==> src/hdl/pia_pkg.sv <==
// Constants and types for the priority interrupt acceptance block
package pia_pkg;
   localparam int          NUM_SRC_DEF     = 24;
   localparam int          STACK_DEPTH_DEF = 16;
   localparam int          SRC_PER_REG     = 4;
   localparam logic [1:0]  LEVEL_NONE      = 2'h3;
   localparam logic [7:0]  LEVEL_RST       = 8'hff;
   localparam logic [7:0]  ADR_LEVEL_BASE  = 8'h00;
   localparam logic [7:0]  ADR_FLAG        = 8'h40;
   localparam logic [7:0]  ADR_ENABLE      = 8'h44;
   localparam logic [7:0]  ADR_CCR         = 8'h48;
   localparam logic [7:0]  ADR_STATUS      = 8'h4c;
   localparam int          CCR_IL_LSB      = 0;
   localparam int          CCR_IEN_BIT     = 4;
   localparam logic [7:0]  CCR_MASK        = 8'h13;
   localparam logic [7:0]  CCR_RST         = 8'h03;
   localparam int          ENTRY_CYCLES    = 9;
   localparam int          DIVIDE_CYCLES   = 17;
   localparam int          MAX_LATENCY     = DIVIDE_CYCLES + ENTRY_CYCLES;
   localparam logic [15:0] VECTOR_TOP_DEF  = 16'hfffc;
   localparam logic [15:0] VECTOR_STEP     = 16'h0002;

   typedef enum logic [1:0] {
      PIA_IDLE,
      PIA_ENTRY,
      PIA_POP_PS,
      PIA_POP_PC
   } pia_state_e;
endpackage : pia_pkg

==> src/hdl/pia_ctrl.sv <==
// Interrupt controller with CPU-side acceptance, entry, return and wake logic
`timescale 1ns/100ps
module pia_ctrl #(
   parameter int          NUM_SRC     = pia_pkg::NUM_SRC_DEF,
   parameter int          STACK_DEPTH = pia_pkg::STACK_DEPTH_DEF,
   parameter logic [15:0] VECTOR_TOP  = pia_pkg::VECTOR_TOP_DEF
) (
   input  wire logic               clk_i,
   input  wire logic               rst_i,
   input  wire logic               ce_i,
   input  wire logic               wb_cyc_i,
   input  wire logic               wb_stb_i,
   input  wire logic               wb_we_i,
   input  wire logic [7:0]         wb_adr_i,
   input  wire logic [3:0]         wb_sel_i,
   input  wire logic [31:0]        wb_dat_i,
   output logic      [31:0]        wb_dat_o,
   output logic                    wb_ack_o,
   input  wire logic [NUM_SRC-1:0] src_event_i,
   input  wire logic               instr_end_i,
   input  wire logic [15:0]        pc_i,
   input  wire logic               ret_i,
   input  wire logic               standby_i,
   output logic      [1:0]         irq_level_o,
   output logic                    entry_busy_o,
   output logic                    entry_done_o,
   output logic      [15:0]        vector_addr_o,
   output logic      [15:0]        pc_o,
   output logic                    resume_o,
   output logic                    wake_o
);
   localparam int IDX_W   = (NUM_SRC > 1) ? $clog2(NUM_SRC) : 1;
   localparam int SP_W    = $clog2(STACK_DEPTH);
   localparam int NUM_REG = NUM_SRC / pia_pkg::SRC_PER_REG;
   localparam logic [3:0]      ENTRY_LAST = 4'(pia_pkg::ENTRY_CYCLES - 1);
   localparam logic [SP_W-1:0] SP_TOP     = SP_W'(STACK_DEPTH - 1);

   if (NUM_SRC < 4 || NUM_SRC > 32 || (NUM_SRC % 4) != 0 || STACK_DEPTH < 4 || STACK_DEPTH > 256
       || (STACK_DEPTH & (STACK_DEPTH - 1)) != 0) begin : g_param_check
      $error("pia_ctrl: unsupported NUM_SRC or STACK_DEPTH");
   end

   logic [8*NUM_REG-1:0]  src_levels;
   logic [NUM_SRC-1:0]    req_flag;
   logic [NUM_SRC-1:0]    req_en;
   logic [7:0]            condition_code_reg;
   pia_pkg::pia_state_e   state;
   logic [3:0]            entry_cnt;
   logic [SP_W-1:0]       sp;
   logic [15:0]           stack_mem [0:STACK_DEPTH-1];
   logic [15:0]           saved_pc;
   logic [1:0]            acc_level;
   logic [IDX_W-1:0]      acc_idx;
   logic                  stack_err;
   logic [1:0]            best_level;
   logic [IDX_W-1:0]      best_idx;
   logic [1:0]            eff_level [0:NUM_SRC-1];

   // Register bus decode; writes commit on the edge where ack is high
   wire                   bus_req     = wb_cyc_i & wb_stb_i;
   wire                   bus_wr      = bus_req & wb_we_i & wb_ack_o;
   wire                   hit_level   = (wb_adr_i[1:0] == 2'h0) &&
                                        (wb_adr_i < (pia_pkg::ADR_LEVEL_BASE + 8'(4 * NUM_REG)));
   wire                   hit_flag    = (wb_adr_i == pia_pkg::ADR_FLAG);
   wire                   hit_enable  = (wb_adr_i == pia_pkg::ADR_ENABLE);
   wire                   hit_ccr     = (wb_adr_i == pia_pkg::ADR_CCR);
   wire                   hit_status  = (wb_adr_i == pia_pkg::ADR_STATUS);
   wire [3:0]             level_sel   = 4'(wb_adr_i[7:2] - pia_pkg::ADR_LEVEL_BASE[7:2]);
   wire [31:0]            lane_mask   = {{8{wb_sel_i[3]}}, {8{wb_sel_i[2]}}, {8{wb_sel_i[1]}}, {8{wb_sel_i[0]}}};
   wire [NUM_SRC-1:0]     wr_mask     = lane_mask[NUM_SRC-1:0];
   wire [NUM_SRC-1:0]     flag_clr    = (bus_wr && hit_flag) ? (wr_mask & ~wb_dat_i[NUM_SRC-1:0]) : '0;
   wire                   ccr_sw_wr   = bus_wr && hit_ccr && wb_sel_i[0];

   wire [1:0]             cur_level   = condition_code_reg[pia_pkg::CCR_IL_LSB +: 2];
   wire                   glob_en     = condition_code_reg[pia_pkg::CCR_IEN_BIT];
   wire                   any_pend    = (best_level != pia_pkg::LEVEL_NONE);
   // Sampled in the last instruction cycle only; the less-than also keeps level 3 out
   wire                   accept      = (state == pia_pkg::PIA_IDLE) && instr_end_i && glob_en &&
                                        (best_level < cur_level);
   // A call during entry or return is dropped; the core only returns from a running service
   wire                   ret_start   = (state == pia_pkg::PIA_IDLE) && ret_i && !instr_end_i;
   // Only PC and status go on the stack; accumulators stay with software
   wire                   push_en     = (state == pia_pkg::PIA_ENTRY) && (entry_cnt < 4'h2);
   wire [15:0]            push_data   = (entry_cnt == 4'h0) ? saved_pc : {8'h00, condition_code_reg};
   wire                   pop_en      = (state == pia_pkg::PIA_POP_PS) || (state == pia_pkg::PIA_POP_PC);
   wire [SP_W-1:0]        pop_addr    = SP_W'(sp + 1'b1);
   wire [15:0]            pop_data    = stack_mem[pop_addr];
   wire                   entry_end   = (state == pia_pkg::PIA_ENTRY) && (entry_cnt == ENTRY_LAST);
   wire [15:0]            vector_next = 16'(VECTOR_TOP - 16'(pia_pkg::VECTOR_STEP * 16'(best_idx)));
   wire [7:0]             level_byte  = (level_sel < 4'(NUM_REG)) ? src_levels[8*level_sel +: 8] : 8'h00;
   wire [31:0]            status_word = {14'h0, stack_err, entry_busy_o, 8'(best_idx), 6'h0, best_level};
   wire [31:0]            rd_mux      = hit_level  ? {24'h0, level_byte} :
                                        hit_flag   ? 32'(req_flag) :
                                        hit_enable ? 32'(req_en) :
                                        hit_ccr    ? {24'h0, condition_code_reg} :
                                        hit_status ? status_word : 32'h0;

   assign entry_busy_o = (state == pia_pkg::PIA_ENTRY);
   assign entry_done_o = entry_end;

   // Per-source effective level: a cleared flag or enable reads as no request
   for (genvar i = 0; i < NUM_SRC; i++) begin : g_src
      assign eff_level[i] = (req_flag[i] && req_en[i]) ? src_levels[2*i +: 2]
                                                       : pia_pkg::LEVEL_NONE;
   end

   // Walking from the top index down with <= lets the lowest index win a tie
   always_comb begin
      best_level = pia_pkg::LEVEL_NONE;
      best_idx   = '0;
      for (int k = NUM_SRC - 1; k >= 0; k--) begin
         if (eff_level[k] != pia_pkg::LEVEL_NONE && eff_level[k] <= best_level) begin
            best_level = eff_level[k];
            best_idx   = IDX_W'(k);
         end
      end
   end

   always_ff @(posedge clk_i) begin
      if (rst_i) begin
         wb_ack_o <= 1'b0;
         wb_dat_o <= 32'h0;
      end else if (ce_i) begin
         wb_ack_o <= bus_req & ~wb_ack_o;
         if (bus_req && !wb_ack_o) begin
            wb_dat_o <= rd_mux;
         end
      end
   end

   always_ff @(posedge clk_i) begin
      if (rst_i) begin
         src_levels <= {NUM_REG{pia_pkg::LEVEL_RST}};
      end else if (ce_i && bus_wr && hit_level && wb_sel_i[0] && level_sel < 4'(NUM_REG)) begin
         src_levels[8*level_sel +: 8] <= wb_dat_i[7:0];
      end
   end

   // A fresh event beats a clear in the same cycle; acceptance never touches the flag
   always_ff @(posedge clk_i) begin
      if (rst_i) begin
         req_flag <= '0;
         req_en   <= '0;
      end else if (ce_i) begin
         req_flag <= (req_flag & ~flag_clr) | src_event_i;
         if (bus_wr && hit_enable) begin
            req_en <= (req_en & ~wr_mask) | (wb_dat_i[NUM_SRC-1:0] & wr_mask);
         end
      end
   end

   // Hardware updates beat a software write landing in the same cycle
   always_ff @(posedge clk_i) begin
      if (rst_i) begin
         condition_code_reg <= pia_pkg::CCR_RST;
      end else if (ce_i) begin
         if (entry_end) begin
            condition_code_reg[pia_pkg::CCR_IL_LSB +: 2] <= acc_level;
         end else if (state == pia_pkg::PIA_POP_PS) begin
            condition_code_reg <= pop_data[7:0] & pia_pkg::CCR_MASK;
         end else if (ccr_sw_wr) begin
            condition_code_reg <= wb_dat_i[7:0] & pia_pkg::CCR_MASK;
         end
      end
   end

   // Nine entry cycles after an accept taken at most seventeen cycles late
   always_ff @(posedge clk_i) begin
      if (rst_i) begin
         state     <= pia_pkg::PIA_IDLE;
         entry_cnt <= 4'h0;
         acc_level <= pia_pkg::LEVEL_NONE;
         acc_idx   <= '0;
         saved_pc  <= 16'h0;
      end else if (ce_i) begin
         case (state)
            pia_pkg::PIA_IDLE: begin
               entry_cnt <= 4'h0;
               if (accept) begin
                  state     <= pia_pkg::PIA_ENTRY;
                  acc_level <= best_level;
                  acc_idx   <= best_idx;
                  saved_pc  <= pc_i;
               end else if (ret_start) begin
                  state <= pia_pkg::PIA_POP_PS;
               end
            end
            pia_pkg::PIA_ENTRY: begin
               entry_cnt <= 4'(entry_cnt + 4'h1);
               if (entry_end) begin
                  state <= pia_pkg::PIA_IDLE;
               end
            end
            pia_pkg::PIA_POP_PS: state <= pia_pkg::PIA_POP_PC;
            pia_pkg::PIA_POP_PC: state <= pia_pkg::PIA_IDLE;
            default:             state <= pia_pkg::PIA_IDLE;
         endcase
      end
   end

   // Descending pushes and ascending pops; the pointer wraps but the error stays set
   always_ff @(posedge clk_i) begin
      if (rst_i) begin
         sp        <= SP_TOP;
         stack_err <= 1'b0;
      end else if (ce_i) begin
         if (push_en) begin
            sp <= SP_W'(sp - 1'b1);
            if (sp == '0) begin
               stack_err <= 1'b1;
            end
         end else if (pop_en) begin
            sp <= pop_addr;
            if (sp == SP_TOP) begin
               stack_err <= 1'b1;
            end
         end
      end
   end

   always_ff @(posedge clk_i) begin
      if (ce_i && push_en) begin
         stack_mem[sp] <= push_data;
      end
   end

   always_ff @(posedge clk_i) begin
      if (rst_i) begin
         vector_addr_o <= 16'h0;
         pc_o          <= 16'h0;
         resume_o      <= 1'b0;
         wake_o        <= 1'b0;
         irq_level_o   <= pia_pkg::LEVEL_NONE;
      end else if (ce_i) begin
         resume_o    <= (state == pia_pkg::PIA_POP_PC);
         wake_o      <= standby_i & any_pend;
         irq_level_o <= best_level;
         if (accept) begin
            vector_addr_o <= vector_next;
         end
         if (state == pia_pkg::PIA_POP_PC) begin
            pc_o <= pop_data;
         end
      end
   end
endmodule : pia_ctrl

==> config.mk <==
export PLATFORM = sky130hd
export DESIGN_NAME = pia_ctrl
export DESIGN_NICKNAME = d
export VERILOG_FILES = /design/src/hdl/pia_pkg.sv /design/src/hdl/pia_ctrl.sv
export SDC_FILE = /design/constraint.sdc
export NUM_CORES = 1
export LEC_CHECK = 0
export BUFFER_PORTS_ARGS = -buffer_cell sky130_fd_sc_hd__buf_2
export CAP_MARGIN = 15
export CORE_MARGIN = 1.5
export CORE_UTILIZATION = 31
export CTS_CLUSTER_SIZE = 30
export DETAILED_ROUTE_END_ITERATION = 6
export PLACE_DENSITY = 0.56
export RECOVER_POWER = 100
export SYNTH_ARGS = -nofsm -noshare
export SYNTH_HDL_FRONTEND = slang
export SYNTH_SLANG_ARGS = --single-unit
==> constraint.sdc <==
create_clock -name clk_i -period 26.1 [get_ports clk_i]
set_input_delay 5.22 -clock clk_i [delete_from_list [all_inputs] [get_ports clk_i]]
set_output_delay 5.22 -clock clk_i [all_outputs]
set_load 0.05 [all_outputs]
==> summary.txt <==
Status
  – Outcome: completed

Power and ir drop
  – Net Sw Frac: 22.4%
  – Logic pwr share: ~4.8%
  – Clk pwr share: 47.4%
  – Internal power: around 1200 µW
  – Peak VDD IR: 53.0 µV
  – P_sw: 342 µW
  – Pwr Density: 58.4 nW/µm²
  – Sequential share of power: 47.8%
  – Final Power: around 1500 µW
  – Leakage Power: 0.00996 µW

Timing
  – Max Freq: 39.5 MHz
  – RSZ-0062 raised after global routing: true
  – Finish-stage setup viols: 0
  – Worst setup margin: 0.763 ns
  – Final setup skew: 0.0324 ns
  – Slew HR: 20.0%
  – Final Max Slew Viols: 0
  – Hold Vio Cnt, Final: 0
  – Least-Margin Pin Slew: 1.20 ns
  – Crit share post-route: 97.1%
  – Final hold slack: 0.446 ns
  – Final worst path period need: approximately 25 ns

Clocking
  – CTS Buf Count: 47
  – Hold buffers post-CTS: 0
  – Clock latency on the worst-skew pair: 0.61 ns
  – Clock slew at reported path FFs: 0.06 ns
  – Clk sink count: 436
  – Root Driver: clkbuf_16
  – CTS Buffer Depth: 3
  – CTS H-Tree Depth: 2
  – CTS tree: yes

Placed design
  – Dpl ws: -1.69 ns
  – RD Place Congestion: 0.911
  – Post-DP HPWL: 47200 µm
  – Number of port buffers: 145

Min path
  – Worst Hold Class: reg2reg

Drt
  – Vias per inst: about 5.5
  – Total number of vias: 16300
  – # DRC: 0
  – Final wirelength: ~70000 µm
  – Wire per inst: ~23 µm
  – ANT nets after route: 0
  – First-pass DRT Iterations: 5
  – 1st-iter DRT viols: 1448

Critical path
  – Critical path class: reg2reg
  – Crit-path max FO: 7
  – Startpoint Class: flip-flop
  – Max stage delay on crit path: between 0.5 and 0.6 ns
  – Kind of end point of the critical path: flip-flop
  – Critical Path AT: between 20 and 30 ns
  – Top cell by count, worst path: nor2_4
  – Worst path slowest cell: or4_4
  – Worst path required time: 26.55 ns

Die
  – DIE WIDTH: 262 µm
  – # IOs: around 160
  – Row count: 94
  – CORE AREA: 66100 µm²
  – Die ar.: 68800 µm²
  – Starting Density: 31.5%
  – Chip Height: 262 µm

Cells and area
  – FILL cells: 6344
  – Layout cells sized above 1: 32.2%
  – Commonest non-fill, non-tap cell in the layout: edfxtp_1
  – Max reg flops: roughly 260
  – Multi-input logic area: 9680 µm²
  – Most frequent cells in the layout: 256 x edfxtp_1, 242 x nand2_1, 179 x buf_4
  – Largest register by flop count: stack_mem
  – Storage element area: between 10000 and 15000 µm²
  – Largest registers: stack_mem: 256 flops, src_levels: 48 flops
  – Final nets: 2207
  – Synth-to-Final Area Change: 25.7%

Yosys
  – YS warnings: 0
  – Ys async rst share: 0%
  – Syn_area_per_cell: about 12 µm²
  – Post-synth EDFFs: between 200 and 300
  – Synth Register Bits: 436
  – Seq/Total Area, Yosys: 54.2%
  – Synth Cell Area: approximately 21000 µm²
  – Cell count after synthesis: 1797
  – Top_reg_cell synth: edfxtp_1
  – Yosys cell types: 94

Global route
  – Antenna violations before repair: 1
  – Largest net degree at the start of global routing: 70
  – Vias in the first global route: 16000
  – GRT Util Overall: around 19%
  – Global route overflow: 0
  – Global-route wire length before repair: approximately 100000 µm

Flow run
  – Max-cap violations: 0
area by class of cell:
| type | count | share of cell area (%) |
|---|---|---|
| Antenna cell | 1 | 0.00955 |
| Clock buffer | 62 | 5.05 |
| Clock inverter | 25 | 1.40 |
| Inverter | 34 | 0.487 |
| Multi-Input combinational cell | 1220 | 37.0 |
| Sequential cell | 436 | 43.1 |
| Tap cell | 864 | 4.13 |
| Timing Repair Buffer | 339 | 8.82 |
worst max-delay path: cells and delay by family (launching register included):
family | cells | cell delay, ns
AND/OR/NAND/NOR | 43 | 5.06
adder cells (fa/ha/maj) | 24 | 6.51
flip-flops | 1 | 0.39
multiplexers | 5 | 1.32
buffers and inverters | 14 | 1.54
AO/OA/AOI/OAI | 64 | 10.31
power by group through the flow:
stage | Sequential [µW] | Clock, µW | Combinational, µW
3_5_place_dp | 746 | 0 | 73.5
5_1_grt | 732 | 767 | 78.1
2_1_floorplan | 744 | 0 | 46.6
4_1_cts | 731 | 738 | 73.7
3_3_place_gp | 746 | 0 | 72.7
6_report | 731 | 726 | 72.8
worst paths after layout:
path | start | endpoint | slack (ns) | cells past startpoint
worst max-delay path | src_levels[47] | saved_pc[5] | 0.76 | 150
worst min-delay path | stack_err | stack_err | 0.45 | 2
worst max register to register | src_levels[47] | saved_pc[5] | 0.76 | 150
worst min register to register | stack_err | stack_err | 0.45 | 2
metrics by stage:
step,utilization [%],setup TNS [ns],std cells,area [µm²]
after detailed placement,35.4,-43.28,2852,23400
after floorplan,-,0,1805,20900
after global placement,35.4,-22.86,2852,23400
final,39.6,0,2981,26200
after global routing,39.6,-12.42,2981,26200
after CTS,38.2,0,2941,25300
cells by family (layout without fill, tap and decap cells):
| logic type | Yosys count | after routing | synth area share [%] |
|---|---|---|---|
| and+or+nand+nor | 585 | 585 | 13.0 |
| adders and majority gates | 38 | 38 | 2.26 |
| DFF | 436 | 436 | 54.2 |
| other | 1 | 10 | 0.0180 |
| muxes | 121 | 121 | 11.1 |
| buffers and inverters | 149 | 460 | 3.28 |
| xor gates and xnor gates | 7 | 7 | 0.294 |
| AOI/OAI and AO/OA | 460 | 460 | 15.8 |
Yosys cell counts, types with 10 or more instances:
cell / count / area [µm²]
a211oi_1: 20 / 150
mux2i_1: 25 / 250
dfxtp_1: 180 / 3600
o21a_1: 16 / 120
nor3_1: 30 / 150
a21oi_1: 122 / 611
buf_1: 10 / 37.5
nand3b_1: 13 / 97.6
nand2_1: 245 / 920
a21oi_2: 10 / 87.6
or2_2: 15 / 93.8
mux4_2: 88 / 1980
inv_1: 32 / 120
o211ai_2: 10 / 125
ha_1: 36 / 450
buf_4: 19 / 143
edfxtp_1: 256 / 7690
and3b_1: 13 / 114
o211ai_1: 83 / 623
nand3_1: 45 / 225
o21ai_0: 67 / 335
a22oi_1: 13 / 97.6
nor2_1: 144 / 541
nand2b_1: 10 / 62.6
clkbuf_1: 75 / 282
and2_1: 21 / 131
layer usage:
metal,routed length (µm),global-route usage (%)
met3,4270,3.08
met5,0,0
met1,28300,24.4
met2,34200,33.5
met4,2610,7.45
timing repair:
action / CTS / global route
resized for setup: 41 / 118
setup buffers: 2 / 36
setup endpoints to repair: 34 / 34
pin swaps: 8 / 124
gates cloned: 0 / 2
Power figures use the tool's default switching activity.
